===== config.mk =====
export PLATFORM = sky130hd
export DESIGN_NAME = fpsc_top
export DESIGN_NICKNAME = d
export VERILOG_FILES = /design/src/fpsc_pkg.sv /design/src/fpsc_top.sv
export VERILOG_INCLUDE_DIRS = /design/src /design/src/src
export SDC_FILE = /design/constraint.sdc
export NUM_CORES = 1
export LEC_CHECK = 0
export BUFFER_PORTS_ARGS = -buffer_cell sky130_fd_sc_hd__buf_2
export CORE_ASPECT_RATIO = 0.8
export CORE_MARGIN = 5
export CORE_UTILIZATION = 24
export DETAILED_ROUTE_END_ITERATION = 10
export PLACE_DENSITY = 0.4
export REMOVE_ABC_BUFFERS = 1
export SYNTH_ARGS = -nofsm -noshare
export SYNTH_HDL_FRONTEND = slang
export SYNTH_SLANG_ARGS = --single-unit

===== constraint.sdc =====
create_clock -name i_mclk -period 26.3 [get_ports i_mclk]
set_input_delay 3.945 -clock i_mclk [delete_from_list [all_inputs] [get_ports i_mclk]]
set_output_delay 3.945 -clock i_mclk [all_outputs]
set_load 0.05 [all_outputs]

===== src/fpsc_cfg.svh =====
`ifndef FPSC_CFG_SVH
`define FPSC_CFG_SVH
// ******************************
// Station address
// ******************************
`define FPSC_ADDR_MIN 7'h01
`define FPSC_ADDR_MAX 7'h7D
`define FPSC_ADDR_RST 7'h7E
// ******************************
// User parameter byte positions
// ******************************
`define FPSC_PRM_MIN_HI 4'h2
`define FPSC_PRM_MIN_LO 4'h3
`define FPSC_PRM_MAX_HI 4'h4
`define FPSC_PRM_MAX_LO 4'h5
`define FPSC_PRM_FS_CODE 4'h6
`define FPSC_PRM_FS_LO 4'h7
`define FPSC_PRM_FS_HI 4'h8
`define FPSC_PRM_LAST 4'h8
// ******************************
// Fail-safe codes
// ******************************
`define FPSC_FS_STOP 8'h00
`define FPSC_FS_HOLD 8'h01
`define FPSC_FS_SPEED 8'h02
// ******************************
// Speeds and timing
// ******************************
`define FPSC_SPEED_FULL 16'hFFFF
`define FPSC_SPEED_RST 16'h0000
`define FPSC_MENU_TIMEOUT_MIN 5
`define FPSC_CLK_MHZ 250
`define FPSC_MENU_TIMEOUT_CYC (64'd60000000 * `FPSC_MENU_TIMEOUT_MIN * `FPSC_CLK_MHZ)
`define FPSC_SCROLL_CYC 32'd62500000
`endif


===== src/fpsc_pkg.sv =====
package fpsc_pkg;
   typedef enum logic [1:0] {
      FPSC_STOPPED = 2'b00,
      FPSC_RUNNING = 2'b01,
      FPSC_FULLFLOW = 2'b11
   } fpsc_run_e;
endpackage


===== src/fpsc_top.sv =====
`timescale 1ns/10ps
`include "fpsc_cfg.svh"
module fpsc_top #(
   parameter int WIDTH = 16,
   parameter longint MENU_TIMEOUT_CYC = `FPSC_MENU_TIMEOUT_CYC,
   parameter int SCROLL_CYC = `FPSC_SCROLL_CYC
) (
   input wire logic i_mclk,
   input wire logic i_rst,
   input wire logic i_key_start,
   input wire logic i_key_stop,
   input wire logic i_key_inc,
   input wire logic i_key_dec,
   input wire logic i_key_full,
   input wire logic i_key_addr_inc,
   input wire logic i_key_addr_dec,
   input wire logic i_key_any,
   input wire logic i_manual_mode,
   input wire logic i_fieldbus_mode,
   input wire logic i_analog_mode,
   input wire logic i_in_menu,
   input wire logic i_ext_run,
   input wire logic i_auto_restart,
   input wire logic [1:0] i_saved_state,
   input wire logic [WIDTH-1:0] i_saved_speed,
   input wire logic i_bus_enable,
   input wire logic i_bus_set_addr,
   input wire logic [6:0] i_bus_addr,
   input wire logic i_bus_xchg,
   input wire logic i_prm_we,
   input wire logic [3:0] i_prm_idx,
   input wire logic [7:0] i_prm_data,
   input wire logic [15:0] i_bus_ctrl,
   input wire logic [WIDTH-1:0] i_bus_speed,
   output logic [WIDTH-1:0] o_drive_speed,
   output logic o_motor_on,
   output logic [WIDTH-1:0] o_setpoint,
   output logic [31:0] o_full_volume,
   output logic [31:0] o_full_time,
   output logic o_remote_warn,
   output logic [6:0] o_station_addr,
   output logic o_xchg_active,
   output logic o_comm_lost,
   output logic o_bus_error,
   output logic o_menu_home
);
   // ******************************
   // Power-on restore
   // ******************************
   logic boot_q;
   always_ff @(posedge i_mclk or posedge i_rst) begin
      if (i_rst) begin
         boot_q <= 1'b1;
      end else begin
         boot_q <= 1'b0;
      end
   end

   // ******************************
   // Local run state
   // ******************************
   fpsc_pkg::fpsc_run_e run_q;
   always_ff @(posedge i_mclk or posedge i_rst) begin
      if (i_rst) begin
         run_q <= fpsc_pkg::FPSC_STOPPED;
      end else if (boot_q) begin
         if (i_auto_restart && i_saved_state == 2'b01) begin
            run_q <= fpsc_pkg::FPSC_RUNNING;
         end else begin
            run_q <= fpsc_pkg::FPSC_STOPPED;
         end
      end else begin
         case (run_q)
            fpsc_pkg::FPSC_STOPPED: begin
               // Full-flow ignores the external start/stop input
               if (i_manual_mode && i_key_full) begin
                  run_q <= fpsc_pkg::FPSC_FULLFLOW;
               end else if (i_manual_mode && i_key_start && !i_key_stop) begin
                  run_q <= fpsc_pkg::FPSC_RUNNING;
               end
            end
            fpsc_pkg::FPSC_RUNNING: begin
               if (i_key_stop || !i_manual_mode) begin
                  run_q <= fpsc_pkg::FPSC_STOPPED;
               end
            end
            fpsc_pkg::FPSC_FULLFLOW: begin
               if (!i_key_full || i_key_stop || !i_manual_mode) begin
                  run_q <= fpsc_pkg::FPSC_STOPPED;
               end
            end
            default: begin
               run_q <= fpsc_pkg::FPSC_STOPPED;
            end
         endcase
      end
   end

   // ******************************
   // Setpoint stepping and scroll
   // ******************************
   logic inc_d1_q;
   logic dec_d1_q;
   logic [31:0] scroll_cnt_q;
   logic step_inc;
   logic step_dec;
   logic scroll_tick;
   assign scroll_tick = (scroll_cnt_q == 32'(SCROLL_CYC - 1));
   assign step_inc = i_key_inc && !i_key_dec && (!inc_d1_q || scroll_tick);
   assign step_dec = i_key_dec && !i_key_inc && (!dec_d1_q || scroll_tick);

   always_ff @(posedge i_mclk or posedge i_rst) begin
      if (i_rst) begin
         inc_d1_q <= 1'b0;
         dec_d1_q <= 1'b0;
         scroll_cnt_q <= 32'h00000000;
      end else begin
         inc_d1_q <= i_key_inc;
         dec_d1_q <= i_key_dec;
         if (!(i_key_inc ^ i_key_dec) || scroll_tick || (i_key_inc && !inc_d1_q) || (i_key_dec && !dec_d1_q)) begin
            scroll_cnt_q <= 32'h00000000;
         end else begin
            scroll_cnt_q <= scroll_cnt_q + 32'h00000001;
         end
      end
   end

   always_ff @(posedge i_mclk or posedge i_rst) begin
      if (i_rst) begin
         o_setpoint <= WIDTH'(`FPSC_SPEED_RST);
      end else if (boot_q && i_auto_restart) begin
         o_setpoint <= i_saved_speed;
      end else if (step_inc && o_setpoint != {WIDTH{1'b1}}) begin
         o_setpoint <= o_setpoint + WIDTH'(1);
      end else if (step_dec && o_setpoint != '0) begin
         o_setpoint <= o_setpoint - WIDTH'(1);
      end
   end

   // ******************************
   // Full-flow accumulators
   // ******************************
   always_ff @(posedge i_mclk or posedge i_rst) begin
      if (i_rst) begin
         o_full_volume <= 32'h00000000;
         o_full_time <= 32'h00000000;
      end else if (run_q == fpsc_pkg::FPSC_FULLFLOW) begin
         // Volume in drive-speed units per cycle; scaling is left to the display
         o_full_volume <= o_full_volume + 32'(`FPSC_SPEED_FULL);
         o_full_time <= o_full_time + 32'h00000001;
      end else if (i_manual_mode && i_key_full) begin
         o_full_volume <= 32'h00000000;
         o_full_time <= 32'h00000000;
      end
   end

   // ******************************
   // Station address and bus enable
   // ******************************
   always_ff @(posedge i_mclk or posedge i_rst) begin
      if (i_rst) begin
         o_station_addr <= `FPSC_ADDR_RST;
      end else if (i_in_menu && i_key_addr_inc) begin
         // i_bus_set_addr and i_bus_addr are deliberately unused
         if (o_station_addr >= `FPSC_ADDR_MAX) begin
            o_station_addr <= `FPSC_ADDR_MIN;
         end else begin
            o_station_addr <= o_station_addr + 7'h01;
         end
      end else if (i_in_menu && i_key_addr_dec) begin
         if (o_station_addr <= `FPSC_ADDR_MIN || o_station_addr > `FPSC_ADDR_MAX) begin
            o_station_addr <= `FPSC_ADDR_MAX;
         end else begin
            o_station_addr <= o_station_addr - 7'h01;
         end
      end
   end

   logic xchg;
   assign xchg = i_fieldbus_mode && i_bus_enable && i_bus_xchg;
   logic xchg_seen_q;
   always_ff @(posedge i_mclk or posedge i_rst) begin
      if (i_rst) begin
         o_xchg_active <= 1'b0;
         o_comm_lost <= 1'b0;
         xchg_seen_q <= 1'b0;
      end else begin
         o_xchg_active <= xchg;
         if (xchg) begin
            xchg_seen_q <= 1'b1;
            o_comm_lost <= 1'b0;
         end else if (xchg_seen_q && i_fieldbus_mode && i_bus_enable) begin
            o_comm_lost <= 1'b1;
         end else if (!i_fieldbus_mode || !i_bus_enable) begin
            xchg_seen_q <= 1'b0;
            o_comm_lost <= 1'b0;
         end
      end
   end

   // ******************************
   // User parameters
   // ******************************
   logic [15:0] min_q;
   logic [15:0] max_q;
   logic [15:0] fs_speed_q;
   logic [7:0] fs_code_q;
   always_ff @(posedge i_mclk or posedge i_rst) begin
      if (i_rst) begin
         min_q <= 16'h0000;
         max_q <= 16'h0000;
         fs_speed_q <= 16'h0000;
         fs_code_q <= `FPSC_FS_STOP;
      end else if (i_prm_we && i_prm_idx <= `FPSC_PRM_LAST) begin
         case (i_prm_idx)
            `FPSC_PRM_MIN_HI: min_q[15:8] <= i_prm_data;
            `FPSC_PRM_MIN_LO: min_q[7:0] <= i_prm_data;
            `FPSC_PRM_MAX_HI: max_q[15:8] <= i_prm_data;
            `FPSC_PRM_MAX_LO: max_q[7:0] <= i_prm_data;
            `FPSC_PRM_FS_CODE: fs_code_q <= i_prm_data;
            `FPSC_PRM_FS_LO: fs_speed_q[7:0] <= i_prm_data;
            `FPSC_PRM_FS_HI: fs_speed_q[15:8] <= i_prm_data;
            default: begin
            end
         endcase
      end
   end

   // ******************************
   // Bus speed clamp and fail-safe
   // ******************************
   logic [WIDTH-1:0] clamp_min;
   logic [WIDTH-1:0] clamp_out;
   logic lim_on;
   assign lim_on = i_bus_ctrl[4];
   always_comb begin
      clamp_min = i_bus_speed;
      if (lim_on && min_q != 16'h0000 && i_bus_speed < WIDTH'(min_q)) begin
         clamp_min = WIDTH'(min_q);
      end
      clamp_out = clamp_min;
      if (lim_on && max_q != 16'h0000 && clamp_min > WIDTH'(max_q)) begin
         clamp_out = WIDTH'(max_q);
      end
   end

   logic [WIDTH-1:0] last_bus_q;
   logic bus_run_q;
   always_ff @(posedge i_mclk or posedge i_rst) begin
      if (i_rst) begin
         last_bus_q <= WIDTH'(`FPSC_SPEED_RST);
         bus_run_q <= 1'b0;
      end else if (xchg) begin
         last_bus_q <= clamp_out;
         bus_run_q <= i_bus_ctrl[0];
      end
   end

   always_ff @(posedge i_mclk or posedge i_rst) begin
      if (i_rst) begin
         o_drive_speed <= WIDTH'(`FPSC_SPEED_RST);
         o_motor_on <= 1'b0;
      end else if (i_fieldbus_mode && i_bus_enable) begin
         if (!o_comm_lost) begin
            o_drive_speed <= last_bus_q;
            o_motor_on <= bus_run_q;
         end else if (fs_code_q == `FPSC_FS_HOLD) begin
            o_drive_speed <= last_bus_q;
            o_motor_on <= bus_run_q;
         end else if (fs_code_q == `FPSC_FS_SPEED) begin
            o_drive_speed <= WIDTH'(fs_speed_q);
            o_motor_on <= 1'b1;
         end else begin
            o_drive_speed <= WIDTH'(`FPSC_SPEED_RST);
            o_motor_on <= 1'b0;
         end
      end else if (run_q == fpsc_pkg::FPSC_FULLFLOW) begin
         o_drive_speed <= WIDTH'(`FPSC_SPEED_FULL);
         o_motor_on <= 1'b1;
      end else if (run_q == fpsc_pkg::FPSC_RUNNING) begin
         o_drive_speed <= o_setpoint;
         o_motor_on <= 1'b1;
      end else begin
         o_drive_speed <= WIDTH'(`FPSC_SPEED_RST);
         o_motor_on <= 1'b0;
      end
   end

   // ******************************
   // Warning and menu timeout
   // ******************************
   always_ff @(posedge i_mclk or posedge i_rst) begin
      if (i_rst) begin
         o_remote_warn <= 1'b0;
      end else begin
         o_remote_warn <= i_analog_mode || i_fieldbus_mode || i_auto_restart;
      end
   end

   logic [63:0] idle_q;
   logic menu_tmo;
   assign menu_tmo = (idle_q == 64'(MENU_TIMEOUT_CYC - 1));
   always_ff @(posedge i_mclk or posedge i_rst) begin
      if (i_rst) begin
         idle_q <= 64'h0;
         o_menu_home <= 1'b0;
         o_bus_error <= 1'b0;
      end else begin
         o_menu_home <= 1'b0;
         if (!(i_fieldbus_mode && i_in_menu) || i_key_any) begin
            idle_q <= 64'h0;
         end else if (menu_tmo) begin
            idle_q <= 64'h0;
            o_menu_home <= 1'b1;
            o_bus_error <= !xchg;
         end else begin
            idle_q <= idle_q + 64'h1;
         end
         if (xchg) begin
            o_bus_error <= 1'b0;
         end
      end
   end

   // ******************************
   // Checks
   // ******************************
   property p_start;
      @(posedge i_mclk) disable iff (i_rst)
      (run_q == fpsc_pkg::FPSC_STOPPED && !boot_q && i_manual_mode && i_key_start && !i_key_stop && !i_key_full)
      |=> run_q == fpsc_pkg::FPSC_RUNNING;
   endproperty
   a_start: assert property (p_start) else $error("start not taken");

   property p_stop;
      @(posedge i_mclk) disable iff (i_rst)
      (run_q == fpsc_pkg::FPSC_RUNNING && !boot_q && i_key_stop) |=> run_q == fpsc_pkg::FPSC_STOPPED;
   endproperty
   a_stop: assert property (p_stop) else $error("stop not taken");

   property p_inc;
      @(posedge i_mclk) disable iff (i_rst)
      (!boot_q && i_key_inc && !inc_d1_q && !i_key_dec && o_setpoint != {WIDTH{1'b1}})
      |=> o_setpoint == $past(o_setpoint) + WIDTH'(1);
   endproperty
   a_inc: assert property (p_inc) else $error("increase step wrong");

   property p_dec;
      @(posedge i_mclk) disable iff (i_rst)
      (!boot_q && i_key_dec && !dec_d1_q && !i_key_inc && o_setpoint != '0)
      |=> o_setpoint == $past(o_setpoint) - WIDTH'(1);
   endproperty
   a_dec: assert property (p_dec) else $error("decrease step wrong");

   property p_full;
      @(posedge i_mclk) disable iff (i_rst)
      (run_q == fpsc_pkg::FPSC_FULLFLOW && !(i_fieldbus_mode && i_bus_enable))
      |=> o_drive_speed == WIDTH'(`FPSC_SPEED_FULL) && o_motor_on;
   endproperty
   a_full: assert property (p_full) else $error("full flow not driven");

   property p_addr;
      @(posedge i_mclk) disable iff (i_rst)
      $changed(o_station_addr) |-> o_station_addr >= `FPSC_ADDR_MIN && o_station_addr <= `FPSC_ADDR_MAX;
   endproperty
   a_addr: assert property (p_addr) else $error("address out of range");

   property p_xchg;
      @(posedge i_mclk) disable iff (i_rst)
      o_xchg_active |-> $past(i_bus_enable) && $past(i_fieldbus_mode);
   endproperty
   a_xchg: assert property (p_xchg) else $error("exchange flagged while disabled");

   property p_fs_stop;
      @(posedge i_mclk) disable iff (i_rst)
      (o_comm_lost && i_fieldbus_mode && i_bus_enable && fs_code_q != `FPSC_FS_HOLD && fs_code_q != `FPSC_FS_SPEED)
      |=> !o_motor_on;
   endproperty
   a_fs_stop: assert property (p_fs_stop) else $error("fail-safe stop missed");

   property p_fs_speed;
      @(posedge i_mclk) disable iff (i_rst)
      (o_comm_lost && i_fieldbus_mode && i_bus_enable && fs_code_q == `FPSC_FS_SPEED)
      |=> o_drive_speed == WIDTH'($past(fs_speed_q));
   endproperty
   a_fs_speed: assert property (p_fs_speed) else $error("fail-safe speed missed");

   property p_max;
      @(posedge i_mclk) disable iff (i_rst)
      (lim_on && max_q != 16'h0000) |-> clamp_out <= WIDTH'(max_q);
   endproperty
   a_max: assert property (p_max) else $error("max clamp broken");
endmodule


==> results.cfg <==
[status]
status = complete, no violations

[critical_path]
path_max_fanout = 18
cp_cell_sequence = buf_2 > ha_1 > a2111oi_0 > o21ai_0 > o32a_1 > a31oi_2 > mux2_1 > ha_1 > nor2b_1 > o211ai_1 > a21oi_1 > o211ai_1 > a31oi_1 > buf_4 > nor2_1 > a221o_1
cp.depth = 16
critPathLaunchType = primary input
worstPathArrival_ns = 9.00
reg2reg_slack_ns = 20.86
cpPeakStageDelay_ns = 0.87
timing_worst_setup_path_type = primary input to register
startpoint = i_bus_speed[11]
r2r_end = last_bus_q[2]
path_buf_inv = 2
crit_end = last_bus_q[2]
reg2reg_depth = 16
cp-end-kind = register
critPathTopFamily = compound AO/OA/AOI/OAI gates
worst_path_max_delay_cell = a31oi_2
worstReg2RegStart = min_q[11]
required_ns = 26.76

[sta]
period_needed_ns = 8.543
final.setup.tns_ns = 0
setup_viol = 0
final_hold_viol_count = 0
tightest_slew_ns = 1.106
min_period_over_period_pct = 32.48
skew_ns = 0.03676
rsz0062_at_grt = false
slew_violations = 0
max_clock_freq_mhz = 117.1
relSlewSlack_pct = 26.00

[floorplanning]
io_pins = 198
fp-row-count = 81
core_mm2 = 0.06132
die_width_um = 288.8
die_h_um = 233.0
start_util_pct = 24.33
die_area_mm2 = 0.06728

[synthesis]
synth_warnings = 0
ys_seq_area_share_pct = 47.69
syn-instance-count = 1546
syn-cell-area_mm2 = 0.01492
synthArstFlopShare_pct = 100.0
synth_cell_types = 68
synthFlopType = dfrtp_1
ys_seq_elements = 284
synth_edf_count = 0
syn_avg_cell_area_um2 = 9.650

[clock_tree]
clk_latency_ns = 0.56
htreeDepth = 2
clkSlewWorstSetupHoldPaths_ns = 0.06
cts_buffers = 36
clockRootBuffer = clkbuf_16
cts-resized-gates = 0
cts_post_setup_buffers_inserted = 0
postCtsHoldBufs = 0
clockBufferDepth = 3
cts_tree = yes
clkSinkCount = 284

[route]
routed_via_density = 4.790
num_vias = 12360
first_iter_violations = 894
post_drt_wl_per_cell_um = 17.96
ant_nets = 0
drc = 0
dr.pass1.iters = 5
drt-total-wl_um = 46340

[placement]
portBuffers = 174
gp_congestion = 0.8073
dpl_cell_area_mm2 = 0.01676
hpwlAfterDp_um = 32520

[finish]
final_area_mm2 = 0.01792
area_delta_synth_final_pct = 20.10
drive_gt1_share_pct = 18.54
nNetsFinal = 1865

[pwr]
power.density_mw_per_mm2 = 75.41
vdd_drop_max_uv = 39.77
leakage_nw = 7.743

[global_route]
grt.overflow.total = 0
grt_pass1_vias = 12230
antenna_found_initial = 6
track_usage_pct = 13.59
grt_pass1_wl_um = 72950
grt_max_degree = 150

[min_path]
min_path_type = register to register

[run]
max_cap_viol_count = 0
==> registers in the layout, summed over array words and instances (netlist names), 32 cells and up <==
| register | cells |
|---|---|
| o_full_volume | 32 |
| idle_q | 64 |
| scroll_cnt_q | 32 |
| o_full_time | 32 |
==> cell usage in the layout (no fill, tap or decap), drive strengths merged, types with 26 or more instances in the layout <==
cell / Yosys / routed
ha: 54 / 54
nand4: 48 / 48
a21oi: 63 / 63
nor2: 166 / 166
dfrtp: 277 / 277
clkbuf: 46 / 58
and3: 43 / 43
inv: 53 / 53
nand2: 138 / 138
mux2: 58 / 58
o21ai: 117 / 117
xnor2: 37 / 37
nor4: 26 / 26
buf: 5 / 188
xor2: 63 / 63
nor3: 39 / 39
nand3: 99 / 99
==> layout make-up <==
cell class	count	area [um^2]
clock inverters	7	96.34
fillers	6486	43400
multi-input cells	1158	7412
clock buffers	58	1054
repair buffers	188	988.4
diodes	3	7.507
inverters	53	206.4
flip-flops and latches	284	7116
well taps	830	1039
==> where the power goes <==
| group | switching (mW) | total, mW | internal [mW] |
|---|---|---|---|
| clock network | 0.202 | 0.488 | 0.286 |
| logic | 0.203 | 0.316 | 0.113 |
| registers | 0.0604 | 0.548 | 0.487 |
==> tightest hold or removal path, cell delays in order, from the launching register on <==
cell and delay, ns:
dfrtp_1 0.34, nand2_1 0.05, nand2_1 0.05
==> cells in the mapped netlist (3+ instances only) <==
| master | instances | area [um^2] |
|---|---|---|
| a221oi_1 | 17 | 148.9 |
| nand2b_1 | 8 | 50.05 |
| a221o_1 | 16 | 160.2 |
| nor3b_1 | 3 | 22.52 |
| ha_1 | 54 | 675.7 |
| nor4_1 | 26 | 162.7 |
| nand4_1 | 48 | 300.3 |
| o211ai_1 | 12 | 90.09 |
| xnor2_1 | 37 | 324.1 |
| nor3_2 | 3 | 30.03 |
| xor2_1 | 63 | 551.8 |
| dfrtp_1 | 277 | 6932 |
| clkbuf_1 | 46 | 172.7 |
| or4_1 | 6 | 45.04 |
| and4_1 | 11 | 96.34 |
| o31ai_1 | 10 | 75.07 |
| a21o_1 | 9 | 67.56 |
| o41ai_1 | 6 | 52.55 |
| nor3_1 | 36 | 180.2 |
| mux2_2 | 56 | 630.6 |
| a211oi_1 | 3 | 22.52 |
| a2111oi_0 | 3 | 26.28 |
| a31oi_1 | 4 | 25.02 |
| dfstp_2 | 7 | 183.9 |
| nand2_1 | 138 | 518.0 |
| o21a_1 | 5 | 37.54 |
| nor4b_1 | 8 | 70.07 |
| or2_2 | 5 | 31.28 |
| o311ai_0 | 4 | 35.03 |
| nor2_1 | 164 | 615.6 |
| nand3b_1 | 5 | 37.54 |
| and2_1 | 4 | 25.02 |
| nand3_1 | 99 | 495.5 |
| o21ai_0 | 116 | 580.6 |
| a21oi_1 | 63 | 315.3 |
| and3_1 | 43 | 269.0 |
| inv_1 | 53 | 198.9 |
| nor2b_1 | 5 | 31.28 |
| or3_1 | 16 | 100.1 |
| mux2i_1 | 21 | 210.2 |
==> kinds of logic after synthesis <==
logic type                 share of synthesized area, %
and+or+nand+nor                                   21.13
muxes                                             5.787
other                                           0.02514
xor gates and xnor gates                          5.871
AOI/OAI and AO/OA                                 12.12
buffers and inverters                             2.709
adders and majority gates                         4.663
DFF                                               47.69
==> layer usage <==
layer,vias to the layer above,track usage [%],share of wire (%)
met4,4,3.404,1.9
met1,6096,21.31,52
li1,5988,-,-
met2,217,18.96,41
met3,58,2.498,4.8
met5,-,0,0.058
==> per-stage QoR <==
stage	setup slack [ns]	utilization (%)	hold WS [ns]	power (mW)	instances
after floorplan	14.53	-	0.4460	0.7658	1495
after global placement	17.26	27.34	0.4559	0.8673	2513
after detailed placement	17.25	27.34	0.4651	0.8708	2513
after CTS	17.81	29.21	0.4804	1.373	2578
after global routing	17.38	29.21	0.5117	1.430	2578
final	17.76	29.22	0.4761	1.351	2581
==> worst min-delay path by stage <==
stage                                 start                end  depth (start not counted)
final                             bus_run_q          bus_run_q                          2
after detailed placement          bus_run_q          bus_run_q                          2
after global routing        scroll_cnt_q[0]    scroll_cnt_q[0]                          1
after global placement    o_full_volume[31]  o_full_volume[31]                          1
after floorplan                   bus_run_q          bus_run_q                          2
after CTS                         bus_run_q          bus_run_q                          2
(Power assumes the default switching activity.)
